### config.mk
export PLATFORM = sky130hd
export DESIGN_NAME = can_transceiver_fault_control
export DESIGN_NICKNAME = d
export VERILOG_FILES = /design/src/hw/can_xcvr_pkg.sv /design/src/hw/can_transceiver_fault_control.sv /design/src/hw/evt_fifo.sv /design/src/hw/wake_monitor.sv
export SDC_FILE = /design/constraint.sdc
export NUM_CORES = 1
export LEC_CHECK = 0
export BUFFER_PORTS_ARGS = -buffer_cell sky130_fd_sc_hd__clkbuf_2
export CORE_AREA = 2 2 148 150
export CTS_BUF_LIST = sky130_fd_sc_hd__clkbuf_8
export CTS_CLUSTER_SIZE = 12
export DETAILED_ROUTE_END_ITERATION = 8
export DIE_AREA = 0 0 150 152
export GPL_ROUTABILITY_DRIVEN = 0
export PLACE_DENSITY = 0.7
export REMOVE_ABC_BUFFERS = 1
export SLEW_MARGIN = 20
export SYNTH_ARGS = -nofsm -noshare
export SYNTH_HDL_FRONTEND = slang
export SYNTH_HIERARCHICAL = 1
export SYNTH_SLANG_ARGS = --single-unit
export TNS_END_PERCENT = 1
### constraint.sdc
create_clock -name clk -period 11.15 [get_ports clk]
set_input_delay 1.115 -clock clk [delete_from_list [all_inputs] [get_ports clk]]
set_output_delay 1.115 -clock clk [all_outputs]
set_load 0.005 [all_outputs]
### src/hw/can_xcvr_pkg.sv
// Shared constants, mode and event codes, and carrier structs for the
// transceiver fault control block.
// Assumes a single 100 MHz timing clock; all times are given in ns.
package can_xcvr_pkg;

  // ==========================================================================
  // clock and timing
  localparam int unsigned CLK_PERIOD_NS   = 10;
  // dominant timeout, typical 1.2 ms
  localparam int unsigned DOM_TMO_NS      = 1200000;
  localparam int unsigned DOM_TMO_DEF     = DOM_TMO_NS / CLK_PERIOD_NS;
  // mode change time, at most 45 us, so rounded down
  localparam int unsigned MODE_TIME_NS    = 45000;
  localparam int unsigned MODE_CYCLES_DEF = MODE_TIME_NS / CLK_PERIOD_NS;
  // wake filter, a least time, so rounded up
  localparam int unsigned WAKE_FILTER_NS  = 1000;
  localparam int unsigned WAKE_FILTER_CYC =
    (WAKE_FILTER_NS + CLK_PERIOD_NS - 1) / CLK_PERIOD_NS;
  // wake timeout, kept at its lower limit
  localparam int unsigned WAKE_TMO_NS     = 800000;
  localparam int unsigned WAKE_TMO_DEF    = WAKE_TMO_NS / CLK_PERIOD_NS;

  // ==========================================================================
  // modes and events
  typedef enum logic [1:0] {
    MODE_NORMAL,
    MODE_STANDBY,
    MODE_PROTECTED,
    MODE_IO_LOST
  } mode_e;

  typedef enum logic [2:0] {
    EVT_TMO_SET,
    EVT_TMO_CLR,
    EVT_OT_SET,
    EVT_OT_CLR,
    EVT_MODE
  } evt_code_e;

  localparam int unsigned EVT_N      = 5;
  localparam int unsigned EVT_DEPTH  = 16;

  // ==========================================================================
  // reset values
  localparam mode_e      RST_MODE  = MODE_PROTECTED;
  localparam logic       TXD_IDLE  = 1'b1;
  localparam logic       RXD_IDLE  = 1'b1;

  // ==========================================================================
  // carriers
  typedef struct packed {
    logic txd;
    logic standby_sel;
    logic bus_dominant;
    logic overtemp_shutdown;
    logic core_supply_low;
    logic io_supply_low;
  } pins_s;

  typedef struct packed {
    logic drv_en;
    logic drv_dominant;
    logic bias_mid;
    logic bias_gnd;
  } bus_drive_s;

  typedef struct packed {
    evt_code_e code;
    mode_e     mode;
  } evt_s;

  localparam int unsigned EVT_W = $bits(evt_s);

endpackage

### src/hw/can_transceiver_fault_control.sv
// Control logic of a high-speed CAN transceiver: mode selection, bus
// drive and bias enables, receive output, dominant timeout, fault gating.
// Assumes every pin input is asynchronous to clk; analog driver and
// receiver sit outside and act on the drive struct.
//
// Overview of operation
// low means dominant, high means recessive
// timeout supervision only in normal mode
// transmit falling edge starts timeout timer
// timeout without rising edge disables driver
// recessive transmit re-enables driver, clears fault
// receiver keeps mirroring bus during timeout
// controller keeps dominant runs below timeout
// overtemperature disables driver and transmit path
// overtemperature keeps mid bias and receiver
// either supply undervoltage releases the bus
// core low, standby high gives standby
// core low, standby low gives protected
// receive output undriven without I/O supply
// standby biases both lines weakly to ground
// standby input may be tied low
// standby high selects standby, low normal
// normal resumes after mode delay expires
// armed monitor pulls receive low per dominant
// synchronised transmit input, timeout in cycles
// both supplies good, standby low: normal drive and mirror
`timescale 1ns/10ps
`default_nettype none

module can_transceiver_fault_control
  import can_xcvr_pkg::*;
#(
  parameter int unsigned DOM_TMO_CYCLES = DOM_TMO_DEF,
  parameter int unsigned MODE_CYCLES    = MODE_CYCLES_DEF,
  parameter int unsigned WAKE_TMO_CYCLES = WAKE_TMO_DEF
) (
  input  wire logic       clk,
  input  wire logic       nrst,
  input  wire pins_s      pins,
  output bus_drive_s      drive,
  output logic            rxd,
  output logic            rxd_oe,
  output mode_e           mode,
  output logic            dominant_timeout,
  output logic            overtemp_active,
  output logic            evt_valid,
  input  wire logic       evt_ready,
  output evt_s            evt_data
);

  // ==========================================================================
  // reset release
  logic [1:0] rst_pipe_reg;
  logic       rst_n;

  always_ff @(posedge clk or negedge nrst) begin
    if (!nrst) begin
      rst_pipe_reg <= 2'h0;
    end else begin
      rst_pipe_reg <= {rst_pipe_reg[0], 1'b1};
    end
  end

  assign rst_n = rst_pipe_reg[1];

  // ==========================================================================
  // state
  localparam int unsigned DW = $clog2(DOM_TMO_CYCLES + 1);
  localparam int unsigned MW = $clog2(MODE_CYCLES + 1);
  localparam logic [DW-1:0] TMO_LAST  = DW'(DOM_TMO_CYCLES - 1);
  localparam logic [MW-1:0] MODE_LAST = MW'(MODE_CYCLES - 1);

  typedef struct packed {
    pins_s            s1;
    pins_s            s2;
    logic             txd_prev;
    mode_e            mode;
    logic [MW-1:0]    mode_cnt;
    logic [DW-1:0]    tmo_cnt;
    logic             tmo_flag;
    logic             ot;
    bus_drive_s       drv;
    logic             rxd;
    logic             rxd_oe;
    logic [EVT_N-1:0] pend;
  } ctl_s;

  ctl_s             r_reg;
  ctl_s             r_next;
  logic             wake_rxd;
  logic             txd_s;
  logic             bus_s;
  logic             tx_fall;
  logic             normal;
  mode_e            target;
  logic [EVT_N-1:0] evt_set;
  logic [EVT_N-1:0] evt_clr;
  logic [2:0]       evt_sel;
  logic             fifo_ready;
  evt_s             push_data;

  // ==========================================================================
  // standby wake monitor and event queue
  wake_monitor #(
    .FILTER_CYCLES  (WAKE_FILTER_CYC),
    .TIMEOUT_CYCLES (WAKE_TMO_CYCLES)
  ) u_wake (
    .clk          (clk),
    .rst_n        (rst_n),
    .enable       (r_reg.mode == MODE_STANDBY),
    .bus_dominant (r_reg.s2.bus_dominant),
    .rxd_wake     (wake_rxd)
  );

  // events wait in pend while the queue is full; a repeat of a still pending event merges into its flag
  evt_fifo #(
    .WIDTH (EVT_W),
    .DEPTH (EVT_DEPTH)
  ) u_fifo (
    .clk       (clk),
    .rst_n     (rst_n),
    .in_valid  (|r_reg.pend),
    .in_ready  (fifo_ready),
    .in_data   (push_data),
    .out_valid (evt_valid),
    .out_ready (evt_ready),
    .out_data  (evt_data)
  );

  // ==========================================================================
  // next state
  always_comb begin
    r_next  = r_reg;
    evt_set = '0;
    evt_clr = '0;
    evt_sel = 3'h0;
    // first stage feeds only the second
    r_next.s1 = pins;
    r_next.s2 = r_reg.s1;
    txd_s     = r_reg.s2.txd;
    bus_s     = r_reg.s2.bus_dominant;
    r_next.txd_prev = txd_s;
    tx_fall   = r_reg.txd_prev & ~txd_s;

    // either supply low releases the bus; core low splits on standby input
    if (r_reg.s2.io_supply_low) begin
      target = MODE_IO_LOST;
    end else if (r_reg.s2.core_supply_low) begin
      target = r_reg.s2.standby_sel ? MODE_STANDBY : MODE_PROTECTED;
    end else begin
      target = r_reg.s2.standby_sel ? MODE_STANDBY : MODE_NORMAL;
    end

    // leaving normal is immediate, entering it waits the mode delay
    if (target != MODE_NORMAL) begin
      r_next.mode     = target;
      r_next.mode_cnt = '0;
    end else if (r_reg.mode == MODE_NORMAL) begin
      r_next.mode_cnt = '0;
    end else if (r_reg.mode_cnt == MODE_LAST) begin
      r_next.mode     = MODE_NORMAL;
      r_next.mode_cnt = '0;
    end else begin
      r_next.mode_cnt = r_reg.mode_cnt + 1'b1;
    end
    normal = (r_next.mode == MODE_NORMAL);

    // dominant timeout
    if (!normal) begin
      r_next.tmo_cnt  = '0;
      r_next.tmo_flag = 1'b0;
    end else if (txd_s) begin
      r_next.tmo_cnt  = '0;
      r_next.tmo_flag = 1'b0;
    end else if (tx_fall) begin
      r_next.tmo_cnt  = {{(DW-1){1'b0}}, 1'b1};
    end else if (r_reg.tmo_cnt != '0 && !r_reg.tmo_flag) begin
      r_next.tmo_cnt = r_reg.tmo_cnt + 1'b1;
      if (r_reg.tmo_cnt == TMO_LAST) begin
        r_next.tmo_flag = 1'b1;
      end
    end

    // overtemperature has hysteresis upstream, follow it directly
    r_next.ot = r_reg.s2.overtemp_shutdown;

    // drive: low transmit is dominant; faults gate the driver only
    r_next.drv.drv_en       = normal & ~r_next.ot & ~r_next.tmo_flag;
    r_next.drv.drv_dominant = r_next.drv.drv_en & ~txd_s;
    r_next.drv.bias_mid     = normal;
    r_next.drv.bias_gnd     = (r_next.mode == MODE_STANDBY);

    case (r_next.mode)
      MODE_NORMAL: begin
        r_next.rxd    = ~bus_s;
        r_next.rxd_oe = 1'b1;
      end
      MODE_STANDBY: begin
        r_next.rxd    = wake_rxd;
        r_next.rxd_oe = 1'b1;
      end
      MODE_PROTECTED: begin
        r_next.rxd    = RXD_IDLE;
        r_next.rxd_oe = 1'b1;
      end
      default: begin
        r_next.rxd    = RXD_IDLE;
        r_next.rxd_oe = 1'b0;
      end
    endcase

    // event log
    evt_set[EVT_TMO_SET] = r_next.tmo_flag & ~r_reg.tmo_flag;
    evt_set[EVT_TMO_CLR] = ~r_next.tmo_flag & r_reg.tmo_flag;
    evt_set[EVT_OT_SET]  = r_next.ot & ~r_reg.ot;
    evt_set[EVT_OT_CLR]  = ~r_next.ot & r_reg.ot;
    evt_set[EVT_MODE]    = (r_next.mode != r_reg.mode);
    for (int i = EVT_N - 1; i >= 0; i--) begin
      if (r_reg.pend[i]) begin
        evt_sel = 3'(i);
      end
    end
    if (fifo_ready && (|r_reg.pend)) begin
      evt_clr[evt_sel] = 1'b1;
    end
    // a new event wins over the clear of the same flag
    r_next.pend = (r_reg.pend & ~evt_clr) | evt_set;
  end

  assign push_data.code = evt_code_e'(evt_sel);
  assign push_data.mode = r_reg.mode;

  always_ff @(posedge clk or negedge rst_n) begin
    if (!rst_n) begin
      r_reg          <= '0;
      r_reg.s1.txd   <= TXD_IDLE;
      r_reg.s2.txd   <= TXD_IDLE;
      r_reg.txd_prev <= TXD_IDLE;
      r_reg.mode     <= RST_MODE;
      r_reg.rxd      <= RXD_IDLE;
      r_reg.rxd_oe   <= 1'b1;
    end else begin
      r_reg <= r_next;
    end
  end

  assign drive            = r_reg.drv;
  assign rxd              = r_reg.rxd;
  assign rxd_oe           = r_reg.rxd_oe;
  assign mode             = r_reg.mode;
  assign dominant_timeout = r_reg.tmo_flag;
  assign overtemp_active  = r_reg.ot;
endmodule

`default_nettype wire

### src/hw/evt_fifo.sv
// Event FIFO with valid/ready on both sides.
// Assumes DEPTH is a power of two; pointers wrap naturally.
`timescale 1ns/10ps
`default_nettype none

module evt_fifo #(
  parameter int unsigned WIDTH = 8,
  parameter int unsigned DEPTH = 16
) (
  input  wire logic             clk,
  input  wire logic             rst_n,
  input  wire logic             in_valid,
  output logic                  in_ready,
  input  wire logic [WIDTH-1:0] in_data,
  output logic                  out_valid,
  input  wire logic             out_ready,
  output logic      [WIDTH-1:0] out_data
);

  localparam int unsigned AW = $clog2(DEPTH);
  localparam int unsigned CW = $clog2(DEPTH + 1);
  localparam logic [CW-1:0] FULL_V = CW'(DEPTH);

  typedef struct packed {
    logic [DEPTH-1:0][WIDTH-1:0] mem;
    logic [AW-1:0]               wp;
    logic [AW-1:0]               rp;
    logic [CW-1:0]               cnt;
  } fifo_s;

  fifo_s r_reg;
  fifo_s r_next;
  logic  push;
  logic  pop;

  assign in_ready  = (r_reg.cnt != FULL_V);
  assign out_valid = (r_reg.cnt != '0);
  assign out_data  = r_reg.mem[r_reg.rp];

  always_comb begin
    r_next = r_reg;
    push   = in_valid & in_ready;
    pop    = out_valid & out_ready;
    if (push) begin
      r_next.mem[r_reg.wp] = in_data;
      r_next.wp            = r_reg.wp + 1'b1;
    end
    if (pop) begin
      r_next.rp = r_reg.rp + 1'b1;
    end
    case ({push, pop})
      2'b10:   r_next.cnt = r_reg.cnt + 1'b1;
      2'b01:   r_next.cnt = r_reg.cnt - 1'b1;
      default: r_next.cnt = r_reg.cnt;
    endcase
  end

  always_ff @(posedge clk or negedge rst_n) begin
    if (!rst_n) begin
      r_reg <= '0;
    end else begin
      r_reg <= r_next;
    end
  end

endmodule

`default_nettype wire

### src/hw/wake_monitor.sv
// Standby bus monitor: filtered dominant / recessive / dominant pattern,
// with a low on its output for the closing dominant and each one after it.
// Assumes bus_dominant is already synchronised to clk.
`timescale 1ns/10ps
`default_nettype none

module wake_monitor
  import can_xcvr_pkg::*;
#(
  parameter int unsigned FILTER_CYCLES  = WAKE_FILTER_CYC,
  parameter int unsigned TIMEOUT_CYCLES = WAKE_TMO_DEF
) (
  input  wire logic clk,
  input  wire logic rst_n,
  input  wire logic enable,
  input  wire logic bus_dominant,
  output logic      rxd_wake
);

  localparam int unsigned FW = $clog2(FILTER_CYCLES + 1);
  localparam int unsigned TW = $clog2(TIMEOUT_CYCLES + 1);
  localparam logic [FW-1:0] FILT_V = FW'(FILTER_CYCLES);
  localparam logic [TW-1:0] TMO_V  = TW'(TIMEOUT_CYCLES);

  typedef enum {W_IDLE, W_DOM1, W_REC, W_ARMED} wake_e;

  typedef struct packed {
    wake_e         state;
    logic          last;
    logic [FW-1:0] run;
    logic [TW-1:0] tmo;
    logic          rxd;
  } wake_s;

  wake_s r_reg;
  wake_s r_next;
  logic  qual;
  logic  dom_q;
  logic  rec_q;

  assign rxd_wake = r_reg.rxd;

  always_comb begin
    r_next = r_reg;
    // a state counts as filtered once held longer than the filter time
    qual   = (r_reg.run == FILT_V);
    dom_q  = qual & r_reg.last;
    rec_q  = qual & ~r_reg.last;
    if (r_reg.last != bus_dominant) begin
      r_next.last = bus_dominant;
      r_next.run  = '0;
    end else if (!qual) begin
      r_next.run = r_reg.run + 1'b1;
    end
    // other traffic between the phases does not reset the monitor
    case (r_reg.state)
      W_IDLE: begin
        r_next.tmo = '0;
        if (dom_q) begin
          r_next.state = W_DOM1;
        end
      end
      W_DOM1: begin
        if (rec_q) begin
          r_next.state = W_REC;
        end
      end
      W_REC: begin
        if (dom_q) begin
          r_next.state = W_ARMED;
        end
      end
      W_ARMED: begin
        r_next.tmo = '0;
      end
      default: begin
        r_next.state = W_IDLE;
      end
    endcase
    if (r_reg.state == W_DOM1 || r_reg.state == W_REC) begin
      if (r_reg.tmo == TMO_V) begin
        r_next.state = W_IDLE;
      end else begin
        r_next.tmo = r_reg.tmo + 1'b1;
      end
    end
    if (!enable) begin
      r_next.state = W_IDLE;
      r_next.tmo   = '0;
    end
    r_next.rxd = ~((r_next.state == W_ARMED) & dom_q);
  end

  always_ff @(posedge clk or negedge rst_n) begin
    if (!rst_n) begin
      r_reg       <= '0;
      r_reg.state <= W_IDLE;
      r_reg.rxd   <= RXD_IDLE;
    end else begin
      r_reg <= r_next;
    end
  end

endmodule

`default_nettype wire

==> impl_metrics.csv <==
group,metric,value,unit
status,status,"finished clean",
synthesis,netlist_instances,782,
detailed_routing,num_vias,6099,
sta,tightestPinTransition,1.02,ns
synthesis,synth-seq-cells,211,
clock_network,cts.sinks,211,
pwr,p_leak,4.57,nW
setup_path,ff2ff_path_depth,12,
pwr,swShare,0.313,
finish,drive_gt1_frac,0.273,
synthesis,synthMuxAreaShare,0.138,
finish,diodes,0,
sta,fin_crit,3.73,ns
clock_network,cts_resized,0,
floorplanning,die_area,22800,um2
placed_design,dp_hpwl,11900,um
floorplanning,start_util,0.461,
detailed_routing,drtIter0Drc,296,
global_route,track_usage,0.164,
sta,finalSetupTns,0,ns
clock_network,worst_skew_pair.late_latency,0.50,ns
placed_design,portBuffers,24,
sta,drv_slew,0,
global_route,grt_max_degree,167,
synthesis,avgSynthCellArea,12.6,um2
setup_path,arrival,2.61,ns
synthesis,ys_seq_area_frac,0.537,
synthesis,synthFlopType,"dfrtp_1",
synthesis,synth.most_common_cell,"dfrtp_1",
synthesis,yosys.area_share.xor_xnor,0.0420,
clock_network,root_buffer,"clkbuf_8",
sta,hold_viol,0,
pwr,seqPwrFrac,0.455,
setup_path,crit_path_end_kind,"output pin",
setup_path,cp_max_fo,33,
global_route,grt-ovfl-total,0,
sta,max_freq,268,MHz
clock_network,cts.path.max_buffers,3,
finish,largest_reg_flops,93,
pwr,p_int,1.67,mW
pwr,finalPower,2.44,mW
finish,utilization,0.512,
sta,setup_viol,0,
synthesis,synth-compound-area-share,0.0563,
global_route,first_global_vias,6132,
pwr,p_comb_frac,0.266,
sta,timing.slew.headroom,0.321,
synthesis,yosysUniqueCellTypes,73,
setup_path,cp-start-kind,"register",
pwr,p_switching,0.762,mW
sta,rsz0062_at_grt,"no",
floorplanning,core,21400,um2
sta,clock_skew,0.0103,ns
floorplanning,io_pins,25,
setup_path,required,10.04,ns
pwr,clockPowerShare,0.280,
synthesis,synth_area_leaders,"dfrtp_1 (52%), mux2_2 (9.8%), xnor2_1 (2.8%)",
clock_network,cts_hold_buffers,0,
sta,layout_worst_path_cycle_share,0.334,
detailed_routing,drtPass1Iterations,4,
setup_path,cp_cell_sequence,"mux2i_1 -> a221oi_1 -> o21ai_0 -> nand2_1 -> clkbuf_2",
setup_path,path_class,"reg2out",
clock_network,clk_pin_slew_worst_paths,0.06,ns
floorplanning,die_h,152,um
synthesis,synth_adder_area_share,0.0224,
clock_network,postCtsSetupBuffers,0,
pwr,powerDensity,223,nW/um2
synthesis,yosys-top-cells-count,"dfrtp_1 (204), mux2_2 (86), nor2_1 (47)",
min_path,hold_class,"reg2async",
setup_path,slowest_stage,"dfrtp_2",
clock_network,h-tree-depth,2,
setup_path,max_stage_delay,1.00,ns
detailed_routing,wl,18000,um
synthesis,synth_edf_count,0,
synthesis,syn_area,9840,um2
detailed_routing,vias_per_cell,5.34,
synthesis,synth_top_area_cell,"dfrtp_1",
detailed_routing,routedWlPerCell,15.8,um
flow_run,maxCapViolCount,0,
global_route,grt_pass1_wl,30800,um
finish,area_delta_synth_final,11.1,%
synthesis,netlist.area_leader.share,0.519,
synthesis,synthSimpleGateAreaFrac,0.169,
synthesis,synth_async_sr_flop_share,1.00,
finish,fill_cells,1930,
global_route,antenna_found_initial,0,
clock_network,numCtsBuffers,36,
detailed_routing,remaining_drc_errors,0,
pwr,vdd_drop_max,0.114,mV
floorplanning,floorplan.rows,54,
detailed_routing,final_antenna_net_count,0,
synthesis,synth_warnings,6,
synthesis,synth_top_family_by_area,"simple AND/OR/NAND/NOR gates",
setup_path,ff2ff_setup_slack,7.95,ns
finish,final_nets,863,
clock_network,cts_tree,"built",
floorplanning,die-width,150,um
through the flow:
step	setup slack, ns	std cells	cell area [um2]	hold WS, ns
2_1_floorplan	4.85	773	9720	0.331
3_3_place_gp	7.98	1079	10200	0.333
3_5_place_dp	7.93	1079	10200	0.336
4_1_cts	7.42	1142	10900	0.344
5_1_grt	7.24	1142	10900	0.347
6_report	7.42	1142	10900	0.327
worst max-delay path, delay by kind of cell (launching register included):
family                 cells  cell delay (ns)
buffers and inverters      1             0.11
DFF                        1             1.00
muxes                      1             0.19
AOI/OAI and AO/OA          2             0.70
and+or+nand+nor            1             0.10
layout by cell type (no fill, tap or decap), drive strengths merged, types with 3 or more instances in the layout:
| master | instances |
|---|---|
| a22oi | 5 |
| xor2 | 14 |
| a21oi | 25 |
| and2 | 8 |
| nor3 | 9 |
| nor2 | 50 |
| mux2 | 86 |
| nor4b | 9 |
| or3 | 15 |
| mux2i | 16 |
| mux4 | 10 |
| a221oi | 5 |
| inv | 41 |
| dfstp | 7 |
| or4 | 3 |
| ha | 16 |
| nand4 | 26 |
| nand2 | 37 |
| o21a | 3 |
| and3 | 6 |
| xnor2 | 31 |
| clkbuf | 65 |
| conb | 31 |
| nor2b | 3 |
| o21ai | 33 |
| nor4 | 24 |
| dfrtp | 204 |
| nand3 | 31 |
| clkinv | 8 |
| and4 | 7 |
layout make-up:
type | instances | area (um2) | area share
sequential | 211 | 5290 | 0.484
multi-input combinational | 533 | 4330 | 0.396
clock buffer | 41 | 564 | 0.0516
tap | 280 | 350 | 0.0320
timing repair buffer | 26 | 148 | 0.0135
clock inverter | 22 | 145 | 0.0133
inverter | 29 | 109 | 0.00995
layer usage:
metal,GRT usage,up-vias,part of all wire
li1,-,2892,-
met5,0,-,0
met2,0.257,113,0.47
met4,0.0535,0,0.023
met3,0.0357,37,0.041
met1,0.229,3057,0.46
power groups by stage:
stage,Sequential [mW],Clock (mW),Combinational [mW]
floorplan,1.07,0,0.514
global placement,1.12,0,0.632
detailed placement,1.12,0,0.651
CTS,1.11,0.709,0.653
global route,1.13,0.746,0.716
finish,1.11,0.682,0.647
kinds of logic after synthesis:
family	after synthesis
buffers and inverters	67
multiplexers	112
AND/OR/NAND/NOR	240
XOR/XNOR	45
other	2
flip-flops	211
adder cells (fa/ha/maj)	17
AO/OA/AOI/OAI	88
path summary, 6_finish.rpt:
kind                                                 to                         from
min in group clk                    r_reg[46]$_DFF_PN0_         r_next[46]$_DFF_PN0_
hold / removal             u_wake/r_reg[22]$_DFFE_PN0P_    rst_pipe_reg[1]$_DFF_PN0_
hold reg to reg            u_wake/r_reg[22]$_DFFE_PN0P_    rst_pipe_reg[1]$_DFF_PN0_
setup reg to reg            u_fifo/r_reg[4]$_DFFE_PN0P_  u_fifo/r_reg[1]$_DFFE_PN0P_
setup / recovery                            evt_data[4]  u_fifo/r_reg[5]$_DFFE_PN0P_
max in group asynchronous   u_fifo/r_reg[5]$_DFFE_PN0P_    rst_pipe_reg[1]$_DFF_PN0_
Power figures use the tool's default switching activity.
